$ cat src/hw/dcu_pkg.sv
// Constants for the DMA channel address and byte-count update block.
// Assumes an Avalon-MM register slave and one external bus request port.
package dcu_pkg;

	// Register byte offsets
	localparam logic [4:0] OFS_SRC   = 5'h00;
	localparam logic [4:0] OFS_DST   = 5'h04;
	localparam logic [4:0] OFS_CNT   = 5'h08;
	localparam logic [4:0] OFS_OFFS  = 5'h0c;
	localparam logic [4:0] OFS_ACTL  = 5'h10;
	localparam logic [4:0] OFS_MODE  = 5'h14;
	localparam logic [4:0] OFS_BLK   = 5'h18;

	// address_control fields
	localparam int ACTL_SSTEP_LSB = 0;
	localparam int ACTL_DSTEP_LSB = 2;
	localparam int ACTL_SAREA     = 4;
	localparam int ACTL_DAREA     = 5;
	localparam int ACTL_REPEAT_END_IRQ_ENABLE     = 6;
	localparam int ACTL_SEXT_LSB  = 8;
	localparam int ACTL_DEXT_LSB  = 16;
	localparam logic [31:0] ACTL_MASK = 32'h001f1f7f;

	// channel_mode_control fields
	localparam int MODE_DTE      = 0;
	localparam int MODE_ACT      = 1;
	localparam int MODE_SIZE_LSB = 2;
	localparam int MODE_RPT      = 4;
	localparam int MODE_ERR      = 5;
	localparam int MODE_ESC      = 6;
	localparam int MODE_CEND     = 7;

	// Step modes and access sizes
	localparam logic [1:0] STEP_FIXED  = 2'h0;
	localparam logic [1:0] STEP_OFFSET = 2'h1;
	localparam logic [1:0] STEP_INC    = 2'h2;
	localparam logic [1:0] STEP_DEC    = 2'h3;
	localparam logic [1:0] SIZE_BYTE   = 2'h0;
	localparam logic [1:0] SIZE_WORD   = 2'h1;
	localparam logic [1:0] SIZE_LONG   = 2'h2;

	// Reset values
	localparam logic [31:0] RST_WORD = 32'h0;
	localparam logic [15:0] RST_HALF = 16'h0;

	typedef enum logic [1:0] {
		DCU_IDLE  = 2'b00,
		DCU_READ  = 2'b01,
		DCU_WRITE = 2'b10
	} dcu_state_t;

endpackage : dcu_pkg

$ cat src/hw/dcu_channel.sv
// One DMA channel: register file, address/count update, split accesses.
// Assumes a bus controller that answers each request with bus_ack.
//
// The address map and the Avalon-MM interface to the registers were decided locally.
`timescale 1ns/1ps
module dcu_channel (
	input  wire logic        mclk,
	input  wire logic        resetn,
	input  wire logic [4:0]  avs_address,
	input  wire logic        avs_read,
	input  wire logic        avs_write,
	input  wire logic [3:0]  avs_byteenable,
	input  wire logic [31:0] avs_writedata,
	output logic      [31:0] avs_readdata,
	output logic             avs_waitrequest,
	input  wire logic        xfer_req,
	input  wire logic        halt_error,
	input  wire logic        standby,
	output logic             bus_req,
	output logic             bus_write,
	output logic      [31:0] bus_addr,
	output logic      [1:0]  bus_size,
	output logic      [31:0] bus_wdata,
	input  wire logic [31:0] bus_rdata,
	input  wire logic        bus_ack,
	output logic             unit_done
);

	dcu_pkg::dcu_state_t st_reg, st_next;
	logic [31:0] src_reg, dst_reg, cnt_reg, ofs_reg, actl_reg;
	logic [31:0] src_next, dst_next, cnt_next, actl_next, ofs_next;
	logic [31:0] src_start_reg, dst_start_reg, src_unit_reg, dst_unit_reg;
	logic [31:0] data_reg, data_next, rd_mux, wdata_reg;
	logic [15:0] bk_hi_reg, bk_lo_reg, bk_hi_next, bk_lo_next;
	logic [1:0]  size_reg;
	logic        dte_reg, rpt_reg, err_reg, esc_reg, cend_reg;
	logic [2:0]  done_reg, done_next;
	logic        waitreq_reg;
	logic [31:0] rdata_reg;
	logic        breq_reg, breq_next, bwr_reg, bwr_next;
	logic [31:0] baddr_reg, baddr_next;
	logic [1:0]  bsize_reg, bsize_next;
	logic        unit_done_reg;
	logic [31:0] src_hw, dst_hw;
	logic        src_hw_upd, dst_hw_upd;

	function automatic logic [31:0] area_mask(input logic [4:0] n);
		return (n == 5'h0) ? 32'hffffffff : ((32'h1 << n) - 32'h1);
	endfunction : area_mask

	function automatic logic [31:0] step_addr(input logic [1:0] mode,
		input logic [31:0] a, input logic [2:0] nb,
		input logic [31:0] ofs, input logic [4:0] ext);
		logic [31:0] n, m;
		n = a;
		m = area_mask(ext);
		unique case (mode)
			dcu_pkg::STEP_FIXED:  n = a;
			dcu_pkg::STEP_OFFSET: n = a + ofs;
			dcu_pkg::STEP_INC:    n = a + {29'h0, nb};
			dcu_pkg::STEP_DEC:    n = a - {29'h0, nb};
		endcase
		return (a & ~m) | (n & m);
	endfunction : step_addr

	// Largest aligned piece that fits the bytes still owed
	function automatic logic [2:0] piece_of(input logic [1:0] a,
		input logic [2:0] rem);
		return (rem >= 3'd4 && a == 2'b00) ? 3'd4 :
			(rem >= 3'd2 && !a[0]) ? 3'd2 : 3'd1;
	endfunction : piece_of

	function automatic logic [1:0] code_of(input logic [2:0] nb);
		return (nb == 3'd4) ? dcu_pkg::SIZE_LONG :
			(nb == 3'd2) ? dcu_pkg::SIZE_WORD : dcu_pkg::SIZE_BYTE;
	endfunction : code_of

	function automatic logic [31:0] merge(input logic [31:0] old,
		input logic [31:0] wd, input logic [3:0] be);
		logic [31:0] r;
		r = old;
		for (int i = 0; i < 4; i++) begin
			if (be[i]) begin
				r[i*8 +: 8] = wd[i*8 +: 8];
			end
		end
		return r;
	endfunction : merge

	// Bus slave decode: one wait state, effect at the low edge
	wire         cpu_we    = avs_write && !waitreq_reg;
	wire         cpu_rd_go = avs_read && waitreq_reg;
	wire         we_src    = cpu_we && avs_address == dcu_pkg::OFS_SRC;
	wire         we_dst    = cpu_we && avs_address == dcu_pkg::OFS_DST;
	wire         we_cnt    = cpu_we && avs_address == dcu_pkg::OFS_CNT;
	wire         we_ofs    = cpu_we && avs_address == dcu_pkg::OFS_OFFS;
	wire         we_actl   = cpu_we && avs_address == dcu_pkg::OFS_ACTL;
	wire         we_mode   = cpu_we && avs_address == dcu_pkg::OFS_MODE;
	wire         we_blk    = cpu_we && avs_address == dcu_pkg::OFS_BLK;
	wire         we_mode0  = we_mode && avs_byteenable[0];
	wire [31:0]  mode_rd   = {24'h0, cend_reg, esc_reg, err_reg, rpt_reg,
		size_reg, (st_reg != dcu_pkg::DCU_IDLE), dte_reg};

	assign rd_mux =
		(avs_address == dcu_pkg::OFS_SRC)  ? src_reg :
		(avs_address == dcu_pkg::OFS_DST)  ? dst_reg :
		(avs_address == dcu_pkg::OFS_CNT)  ? cnt_reg :
		(avs_address == dcu_pkg::OFS_OFFS) ? ofs_reg :
		(avs_address == dcu_pkg::OFS_ACTL) ? actl_reg :
		(avs_address == dcu_pkg::OFS_MODE) ? mode_rd :
		(avs_address == dcu_pkg::OFS_BLK)  ? {bk_hi_reg, bk_lo_reg} :
		32'h0;

	// Control fields
	wire [1:0] sstep = actl_reg[dcu_pkg::ACTL_SSTEP_LSB +: 2];
	wire [1:0] dstep = actl_reg[dcu_pkg::ACTL_DSTEP_LSB +: 2];
	wire       sarea = actl_reg[dcu_pkg::ACTL_SAREA];
	wire       darea = actl_reg[dcu_pkg::ACTL_DAREA];
	wire       repeat_end_irq_enable = actl_reg[dcu_pkg::ACTL_REPEAT_END_IRQ_ENABLE];
	wire [4:0] sext  = actl_reg[dcu_pkg::ACTL_SEXT_LSB +: 5];
	wire [4:0] dext  = actl_reg[dcu_pkg::ACTL_DEXT_LSB +: 5];

	wire [2:0] unit_bytes = (size_reg == dcu_pkg::SIZE_LONG) ? 3'd4 :
		(size_reg == dcu_pkg::SIZE_WORD) ? 3'd2 : 3'd1;

	// Current piece and its completion
	wire [2:0] cur_piece = piece_of(baddr_reg[1:0], unit_bytes - done_reg);
	wire [2:0] done_sum  = done_reg + cur_piece;
	wire       last_pc   = done_sum == unit_bytes;
	wire       abort     = halt_error || standby;
	wire       go = st_reg == dcu_pkg::DCU_IDLE && dte_reg && xfer_req &&
		!abort;
	wire       rd_ack = st_reg == dcu_pkg::DCU_READ && bus_ack && !abort;
	wire       wr_ack = st_reg == dcu_pkg::DCU_WRITE && bus_ack && !abort;
	wire       unit_end = wr_ack && last_pc;
	wire       blk_end  = rpt_reg && bk_lo_reg <= 16'h1;
	wire [31:0] unit32  = {29'h0, unit_bytes};
	wire       cnt_zero_hit = cnt_reg != 32'h0 && cnt_reg == unit32;
	wire       rpt_stop = unit_end && blk_end && repeat_end_irq_enable;
	wire       cnt_stop = unit_end && cnt_zero_hit;
	wire       resume = we_mode0 && avs_writedata[dcu_pkg::MODE_DTE] &&
		!dte_reg;

	// Read data assembly, one byte lane per step
	wire [31:0] rd_shift = bus_rdata << {done_reg[1:0], 3'b000};
	genvar gi;
	generate
		for (gi = 0; gi < 4; gi++) begin : g_lane
			wire take = rd_ack && done_reg <= 3'(gi) && 3'(gi) < done_sum;
			assign data_next[gi*8 +: 8] = take ? rd_shift[gi*8 +: 8] :
				data_reg[gi*8 +: 8];
		end
	endgenerate

	// Sequencer and transfer-side address updates
	always_comb begin
		logic [31:0] nxt;
		logic [2:0]  pc;
		nxt        = 32'h0;
		pc         = 3'd1;
		st_next    = st_reg;
		done_next  = done_reg;
		breq_next  = breq_reg;
		bwr_next   = bwr_reg;
		baddr_next = baddr_reg;
		bsize_next = bsize_reg;
		src_hw     = src_reg;
		dst_hw     = dst_reg;
		src_hw_upd = 1'b0;
		dst_hw_upd = 1'b0;
		if (abort) begin
			st_next   = dcu_pkg::DCU_IDLE;
			breq_next = 1'b0;
		end else begin
			unique case (st_reg)
				dcu_pkg::DCU_IDLE: begin
					if (go) begin
						pc         = piece_of(src_reg[1:0], unit_bytes);
						st_next    = dcu_pkg::DCU_READ;
						done_next  = 3'd0;
						breq_next  = 1'b1;
						bwr_next   = 1'b0;
						baddr_next = src_reg;
						bsize_next = code_of(pc);
					end
				end
				dcu_pkg::DCU_READ: begin
					if (bus_ack) begin
						src_hw_upd = 1'b1;
						if (last_pc) begin
							src_hw = step_addr(sstep, src_unit_reg,
								unit_bytes, ofs_reg, sext);
							pc         = piece_of(dst_reg[1:0], unit_bytes);
							st_next    = dcu_pkg::DCU_WRITE;
							done_next  = 3'd0;
							bwr_next   = 1'b1;
							baddr_next = dst_reg;
							bsize_next = code_of(pc);
						end else begin
							nxt = step_addr(dcu_pkg::STEP_INC, src_reg,
								cur_piece, ofs_reg, sext);
							pc         = piece_of(nxt[1:0],
								unit_bytes - done_sum);
							src_hw     = nxt;
							done_next  = done_sum;
							baddr_next = nxt;
							bsize_next = code_of(pc);
						end
					end
				end
				dcu_pkg::DCU_WRITE: begin
					if (bus_ack) begin
						dst_hw_upd = 1'b1;
						if (last_pc) begin
							dst_hw = (blk_end && darea) ? dst_start_reg :
								step_addr(dstep, dst_unit_reg, unit_bytes,
									ofs_reg, dext);
							src_hw     = src_start_reg;
							src_hw_upd = blk_end && sarea;
							st_next    = dcu_pkg::DCU_IDLE;
							breq_next  = 1'b0;
						end else begin
							nxt = step_addr(dcu_pkg::STEP_INC, dst_reg,
								cur_piece, ofs_reg, dext);
							pc         = piece_of(nxt[1:0],
								unit_bytes - done_sum);
							dst_hw     = nxt;
							done_next  = done_sum;
							baddr_next = nxt;
							bsize_next = code_of(pc);
						end
					end
				end
				default: begin
					st_next   = dcu_pkg::DCU_IDLE;
					breq_next = 1'b0;
				end
			endcase
		end
	end

	assign src_next = we_src ? merge(src_reg, avs_writedata, avs_byteenable) :
		src_hw_upd ? src_hw : src_reg;
	assign dst_next = we_dst ? merge(dst_reg, avs_writedata, avs_byteenable) :
		dst_hw_upd ? dst_hw : dst_reg;
	assign cnt_next = we_cnt ? merge(cnt_reg, avs_writedata, avs_byteenable) :
		(unit_end && cnt_reg != 32'h0) ? cnt_reg - unit32 : cnt_reg;
	assign ofs_next = we_ofs ? merge(ofs_reg, avs_writedata, avs_byteenable) :
		ofs_reg;
	assign actl_next = we_actl ?
		(merge(actl_reg, avs_writedata, avs_byteenable) &
			dcu_pkg::ACTL_MASK) : actl_reg;
	assign bk_hi_next = (we_blk && avs_byteenable[2] && avs_byteenable[3]) ?
		avs_writedata[31:16] : bk_hi_reg;
	assign bk_lo_next = (we_blk && avs_byteenable[0] && avs_byteenable[1]) ?
		avs_writedata[15:0] :
		(unit_end && rpt_reg) ? (blk_end ? bk_hi_reg : bk_lo_reg - 16'h1) :
		bk_lo_reg;

	always_ff @(posedge mclk or negedge resetn) begin
		if (!resetn) begin
			src_reg  <= dcu_pkg::RST_WORD;
			dst_reg  <= dcu_pkg::RST_WORD;
			cnt_reg  <= dcu_pkg::RST_WORD;
			ofs_reg  <= dcu_pkg::RST_WORD;
			actl_reg <= dcu_pkg::RST_WORD;
			data_reg <= dcu_pkg::RST_WORD;
		end else begin
			src_reg  <= src_next;
			dst_reg  <= dst_next;
			cnt_reg  <= cnt_next;
			ofs_reg  <= ofs_next;
			actl_reg <= actl_next;
			data_reg <= data_next;
		end
	end

	// Start addresses follow software writes; unit starts follow the bus
	always_ff @(posedge mclk or negedge resetn) begin
		if (!resetn) begin
			src_start_reg <= dcu_pkg::RST_WORD;
			dst_start_reg <= dcu_pkg::RST_WORD;
			src_unit_reg  <= dcu_pkg::RST_WORD;
			dst_unit_reg  <= dcu_pkg::RST_WORD;
			bk_hi_reg     <= dcu_pkg::RST_HALF;
			bk_lo_reg     <= dcu_pkg::RST_HALF;
		end else begin
			src_start_reg <= we_src ? src_next : src_start_reg;
			dst_start_reg <= we_dst ? dst_next : dst_start_reg;
			src_unit_reg  <= go ? src_reg : src_unit_reg;
			dst_unit_reg  <= (rd_ack && last_pc) ? dst_reg : dst_unit_reg;
			bk_hi_reg     <= bk_hi_next;
			bk_lo_reg     <= bk_lo_next;
		end
	end

	// Mode bits; hardware sets win over software clears
	always_ff @(posedge mclk or negedge resetn) begin
		if (!resetn) begin
			dte_reg  <= 1'b0;
			size_reg <= dcu_pkg::SIZE_BYTE;
			rpt_reg  <= 1'b0;
			err_reg  <= 1'b0;
			esc_reg  <= 1'b0;
			cend_reg <= 1'b0;
		end else begin
			dte_reg <= (abort || rpt_stop || cnt_stop) ? 1'b0 :
				we_mode0 ? avs_writedata[dcu_pkg::MODE_DTE] : dte_reg;
			size_reg <= we_mode0 ?
				avs_writedata[dcu_pkg::MODE_SIZE_LSB +: 2] : size_reg;
			rpt_reg <= we_mode0 ? avs_writedata[dcu_pkg::MODE_RPT] : rpt_reg;
			err_reg <= halt_error ||
				(err_reg && !(we_mode0 && !avs_writedata[dcu_pkg::MODE_ERR]));
			esc_reg <= rpt_stop || (esc_reg && !resume &&
				!(we_mode0 && !avs_writedata[dcu_pkg::MODE_ESC]));
			cend_reg <= cnt_stop || (cend_reg && !resume &&
				!(we_mode0 && !avs_writedata[dcu_pkg::MODE_CEND]));
		end
	end

	always_ff @(posedge mclk or negedge resetn) begin
		if (!resetn) begin
			st_reg        <= dcu_pkg::DCU_IDLE;
			done_reg      <= 3'd0;
			breq_reg      <= 1'b0;
			bwr_reg       <= 1'b0;
			baddr_reg     <= dcu_pkg::RST_WORD;
			bsize_reg     <= dcu_pkg::SIZE_BYTE;
			unit_done_reg <= 1'b0;
			wdata_reg     <= dcu_pkg::RST_WORD;
			waitreq_reg   <= 1'b1;
			rdata_reg     <= dcu_pkg::RST_WORD;
		end else begin
			st_reg        <= st_next;
			done_reg      <= done_next;
			breq_reg      <= breq_next;
			bwr_reg       <= bwr_next;
			baddr_reg     <= baddr_next;
			bsize_reg     <= bsize_next;
			unit_done_reg <= unit_end;
			// Write pieces take consumed lanes off the bottom
			wdata_reg     <= data_next >> {done_next[1:0], 3'b000};
			waitreq_reg   <= !((avs_read || avs_write) && waitreq_reg);
			rdata_reg     <= cpu_rd_go ? rd_mux : rdata_reg;
		end
	end

	assign avs_readdata    = rdata_reg;
	assign avs_waitrequest = waitreq_reg;
	assign bus_req         = breq_reg;
	assign bus_write       = bwr_reg;
	assign bus_addr        = baddr_reg;
	assign bus_size        = bsize_reg;
	assign bus_wdata       = wdata_reg;
	assign unit_done       = unit_done_reg;

endmodule : dcu_channel

$ cat config.mk
export PLATFORM = sky130hd
export DESIGN_NAME = dcu_channel
export DESIGN_NICKNAME = d
export VERILOG_FILES = /design/src/hw/dcu_pkg.sv /design/src/hw/dcu_channel.sv
export SDC_FILE = /design/constraint.sdc
export NUM_CORES = 2
export LEC_CHECK = 0
export BUFFER_PORTS_ARGS = -buffer_cell sky130_fd_sc_hd__buf_2
export CAP_MARGIN = 30
export CORE_UTILIZATION = 36
export DETAILED_ROUTE_END_ITERATION = 12
export GPL_ROUTABILITY_DRIVEN = 0
export SYNTH_ARGS = -nofsm -noshare
export SYNTH_HDL_FRONTEND = slang
export SYNTH_SLANG_ARGS = --single-unit
export TNS_END_PERCENT = 100
$ cat constraint.sdc
create_clock -name mclk -period 7.7 [get_ports mclk]
set_clock_uncertainty 0.15 [all_clocks]
set_input_delay 1.54 -clock mclk [delete_from_list [all_inputs] [get_ports mclk]]
set_output_delay 1.54 -clock mclk [all_outputs]
set_load 0.01 [all_outputs]
==> flow_metrics.env <==
export IMPL_cts_tree="done"
export IMPL_clock_latency_ns=0.64
export IMPL_grt_antenna_before_repair=8
export IMPL_area_growth_synth_to_final_pct=12.04
export IMPL_setup_tns_ns=0
export IMPL_viasPerCell=6.207
export IMPL_path_class="reg2reg"
export IMPL_clk_pin_slew_ns=0.06
export IMPL_synth_edff_count=0
export IMPL_cts_htree_levels=2
export IMPL_yosys_warnings=0
export IMPL_worst_hold_path_type="reg2reg"
export IMPL_required_ns=8.09
export IMPL_slew_headroom=0.2921
export IMPL_cp_data_arrival_time_ns=6.72
export IMPL_holdBufCountCts=0
export IMPL_hold_violations=0
export IMPL_grt_pass1_wl_um=189700
export IMPL_drt_initial_drc_count=4120
export IMPL_status="finished clean"
export IMPL_finalNonFillerCells=4990
export IMPL_r2r_start="size_reg[0]"
export IMPL_postSynthCellCount=3776
export IMPL_place_ws_ns=1.437
export IMPL_drive_above_1_share=0.1416
export IMPL_min_to="bus_addr[18]"
export IMPL_layout_nets=3977
export IMPL_r2r_cells=23
export IMPL_grt_start_max_net_pins=148
export IMPL_hpwl_um=95820
export IMPL_placed_cells=4888
export IMPL_worst_pin_slew_ns=1.058
export IMPL_p_leak_nw=15.55
export IMPL_drcViolationCount=0
export IMPL_wire_per_inst_um=25.89
export IMPL_track_usage=0.2822
export IMPL_synth_area_sq_um=31280
export IMPL_power_density_nw_per_um2=340.7
export IMPL_cp_end_kind="register"
export IMPL_grt_ovfl_total=0
export IMPL_io_pins=183
export IMPL_start_kind="register"
export IMPL_synth_nets=3953
export IMPL_rsz0062_at_grt="false"
export IMPL_ys_types=90
export IMPL_clk_root_buffer_cell="clkbuf_16"
export IMPL_initial_utilization=0.3657
export IMPL_min_period_ns=6.328
export IMPL_wl_um=129200
export IMPL_setup_viol=0
export IMPL_ys_seq_area_frac=0.3608
export IMPL_reg2reg_to="bus_wdata[15]"
export IMPL_die_y_um=296.8
export IMPL_min_from="bus_addr[18]"
export IMPL_cts_made_buffers=52
export IMPL_firstDrtPassIters=6
export IMPL_cts_sinks=451
export IMPL_postRouteAntennaNets=0
export IMPL_layout_setup_ws_ns=1.372
export IMPL_maxCapViolCount=0
export IMPL_cp_max_fo=85
export IMPL_max_vdd_ir_drop_mv=0.4686
export IMPL_slew_violations=0
export IMPL_timing_fmax_ghz=0.1580
export IMPL_row_count=107
export IMPL_core_area_sq_um=85550
export IMPL_reg2reg_slack_ns=1.37
export IMPL_ys_ff_latch=451
export IMPL_synthFlopType="dfrtp_1"
export IMPL_grt_pass1_vias=28268
export IMPL_fill_cells=8695
export IMPL_vias=30973
export IMPL_syn_avg_cell_area_sq_um=8.284
export IMPL_fin_crit_sh=0.8218
export IMPL_dieArea_sq_um=88080
export IMPL_async_reset_ff_frac=1.000
export IMPL_cts_resized_gates=0
export IMPL_die_x_um=296.8
export IMPL_hold_path_cell_count=1
export IMPL_post_cts_buffers=0
export IMPL_port_buffers=182
export IMPL_cts_buffer_depth=3
==> synth_stat cells (all sizes together), types with 58 or more instances <==
cell type    n  area [sq um]
nor3        85         436.7
inv         90         337.8
o21ai      346          1732
a31oi       58         362.9
xor2        58         508.0
clkbuf     236         888.4
mux2i      111          1111
ha          91          1139
xnor2       77         674.4
a21oi      364          1822
nor2       350          1330
nand3       88         440.4
o22ai       59         369.1
nand2      428          1607
dfrtp      450         11260
mux2       147          1655
==> cell families (layout without fill, tap and decap cells) <==
| family | count (synthesis) | after routing | share of synthesized area |
|---|---|---|---|
| buf+inv | 370 | 437 | 0.04532 |
| flops | 451 | 451 | 0.3608 |
| fa+ha+maj | 96 | 96 | 0.03960 |
| compound gates | 1247 | 1247 | 0.2464 |
| simple gates | 1218 | 1218 | 0.1809 |
| xor+xnor | 136 | 136 | 0.03856 |
| mux | 258 | 258 | 0.08844 |
| other cells | 0 | 3 | 0 |
==> worst max-delay path, stage by stage, from the launching register on <==
cell and delay [ns]:
dfrtp_1 0.42, inv_1 0.09, ha_1 0.37, inv_1 0.13
ha_1 0.16, inv_1 0.04, ha_1 0.20, or3_4 0.40
and2_1 0.18, a21oi_1 0.17, inv_1 0.10, ha_1 0.20
fa_1 0.40, xnor2_1 0.29, xnor3_2 0.32, or2_2 0.18
buf_12 0.31, nand2_1 0.12, nor4_1 0.44, a22oi_2 0.08
buf_4 0.25, inv_1 0.49, nand2_1 0.43, o22ai_1 0.29
==> per-stage QoR <==
| stage | utilization | total power [mW] | instance area (sq um) | hold WS, ns |
|---|---|---|---|---|
| global route | 0.4096 | 12.51 | 35040 | 0.3406 |
| finish | 0.4097 | 11.94 | 35050 | 0.3226 |
| floorplan | - | 6.983 | 31280 | 0.2947 |
| detailed placement | 0.3878 | 9.071 | 33180 | 0.3145 |
| CTS | 0.4092 | 11.76 | 35000 | 0.3279 |
| global placement | 0.3871 | 9.029 | 33120 | 0.3075 |
==> report_power, final <==
part | internal (mW) | switching (mW) | total (mW)
registers | 2.87 | 0.785 | 3.66
logic | 1.87 | 3.73 | 5.60
clock network | 1.58 | 1.11 | 2.68
==> cell usage in the layout (no fill, tap or decap), types with 17 or more instances in the layout <==
cell type,n
nor2_1,342
and3_1,36
or3_1,20
dfrtp_1,450
a21oi_1,364
o221ai_1,18
ha_1,90
mux2i_1,111
inv_1,89
or4_1,17
o21ai_0,336
xor2_1,58
o31ai_1,28
a211oi_1,51
a221oi_1,42
nand4_1,32
clkbuf_16,52
xnor2_1,77
a31oi_1,58
a22oi_1,38
o21a_1,35
buf_4,57
nand2b_1,29
o22ai_1,59
nor3_1,81
o211ai_1,51
buf_2,181
a21o_1,40
mux2_2,147
nor2b_1,34
nand2_1,427
nand3_1,88
clkbuf_8,17
and2_1,18
==> layout make-up <==
type                       instances  area, sq um  share of cell area
multi-input combinational       2955        18630              0.5316
sequential                       451        11290              0.3221
clock buffer                      77         1565             0.04466
timing repair buffer             248         1515             0.04323
tap                             1144         1431             0.04084
inverter                          92        345.3            0.009853
clock inverter                    20        264.0            0.007533
antenna                            3        7.507           0.0002142
==> worst max-delay path by stage <==
stage | startpoint | end | slack, ns | cells after the start
final | size_reg[0] | bus_wdata[15] | 1.37 | 23
after global placement | size_reg[0] | bus_wdata[13] | 1.53 | 23
after floorplan | done_reg[1] | bus_wdata[0] | 2.37 | 22
after detailed placement | size_reg[0] | bus_wdata[15] | 1.44 | 23
after global routing | size_reg[0] | bus_wdata[15] | 0.93 | 22
after CTS | size_reg[0] | bus_wdata[15] | 1.41 | 23
==> routing by layer <==
layer  up-vias  routed length [um]  GRT usage
met3       338               13190    0.05983
met4         8                8298     0.1612
met5         -                  43          0
li1      13825                   -          -
met1     14996               52420     0.3810
met2      1806               55210     0.4161
Power figures use the tool's default switching activity.
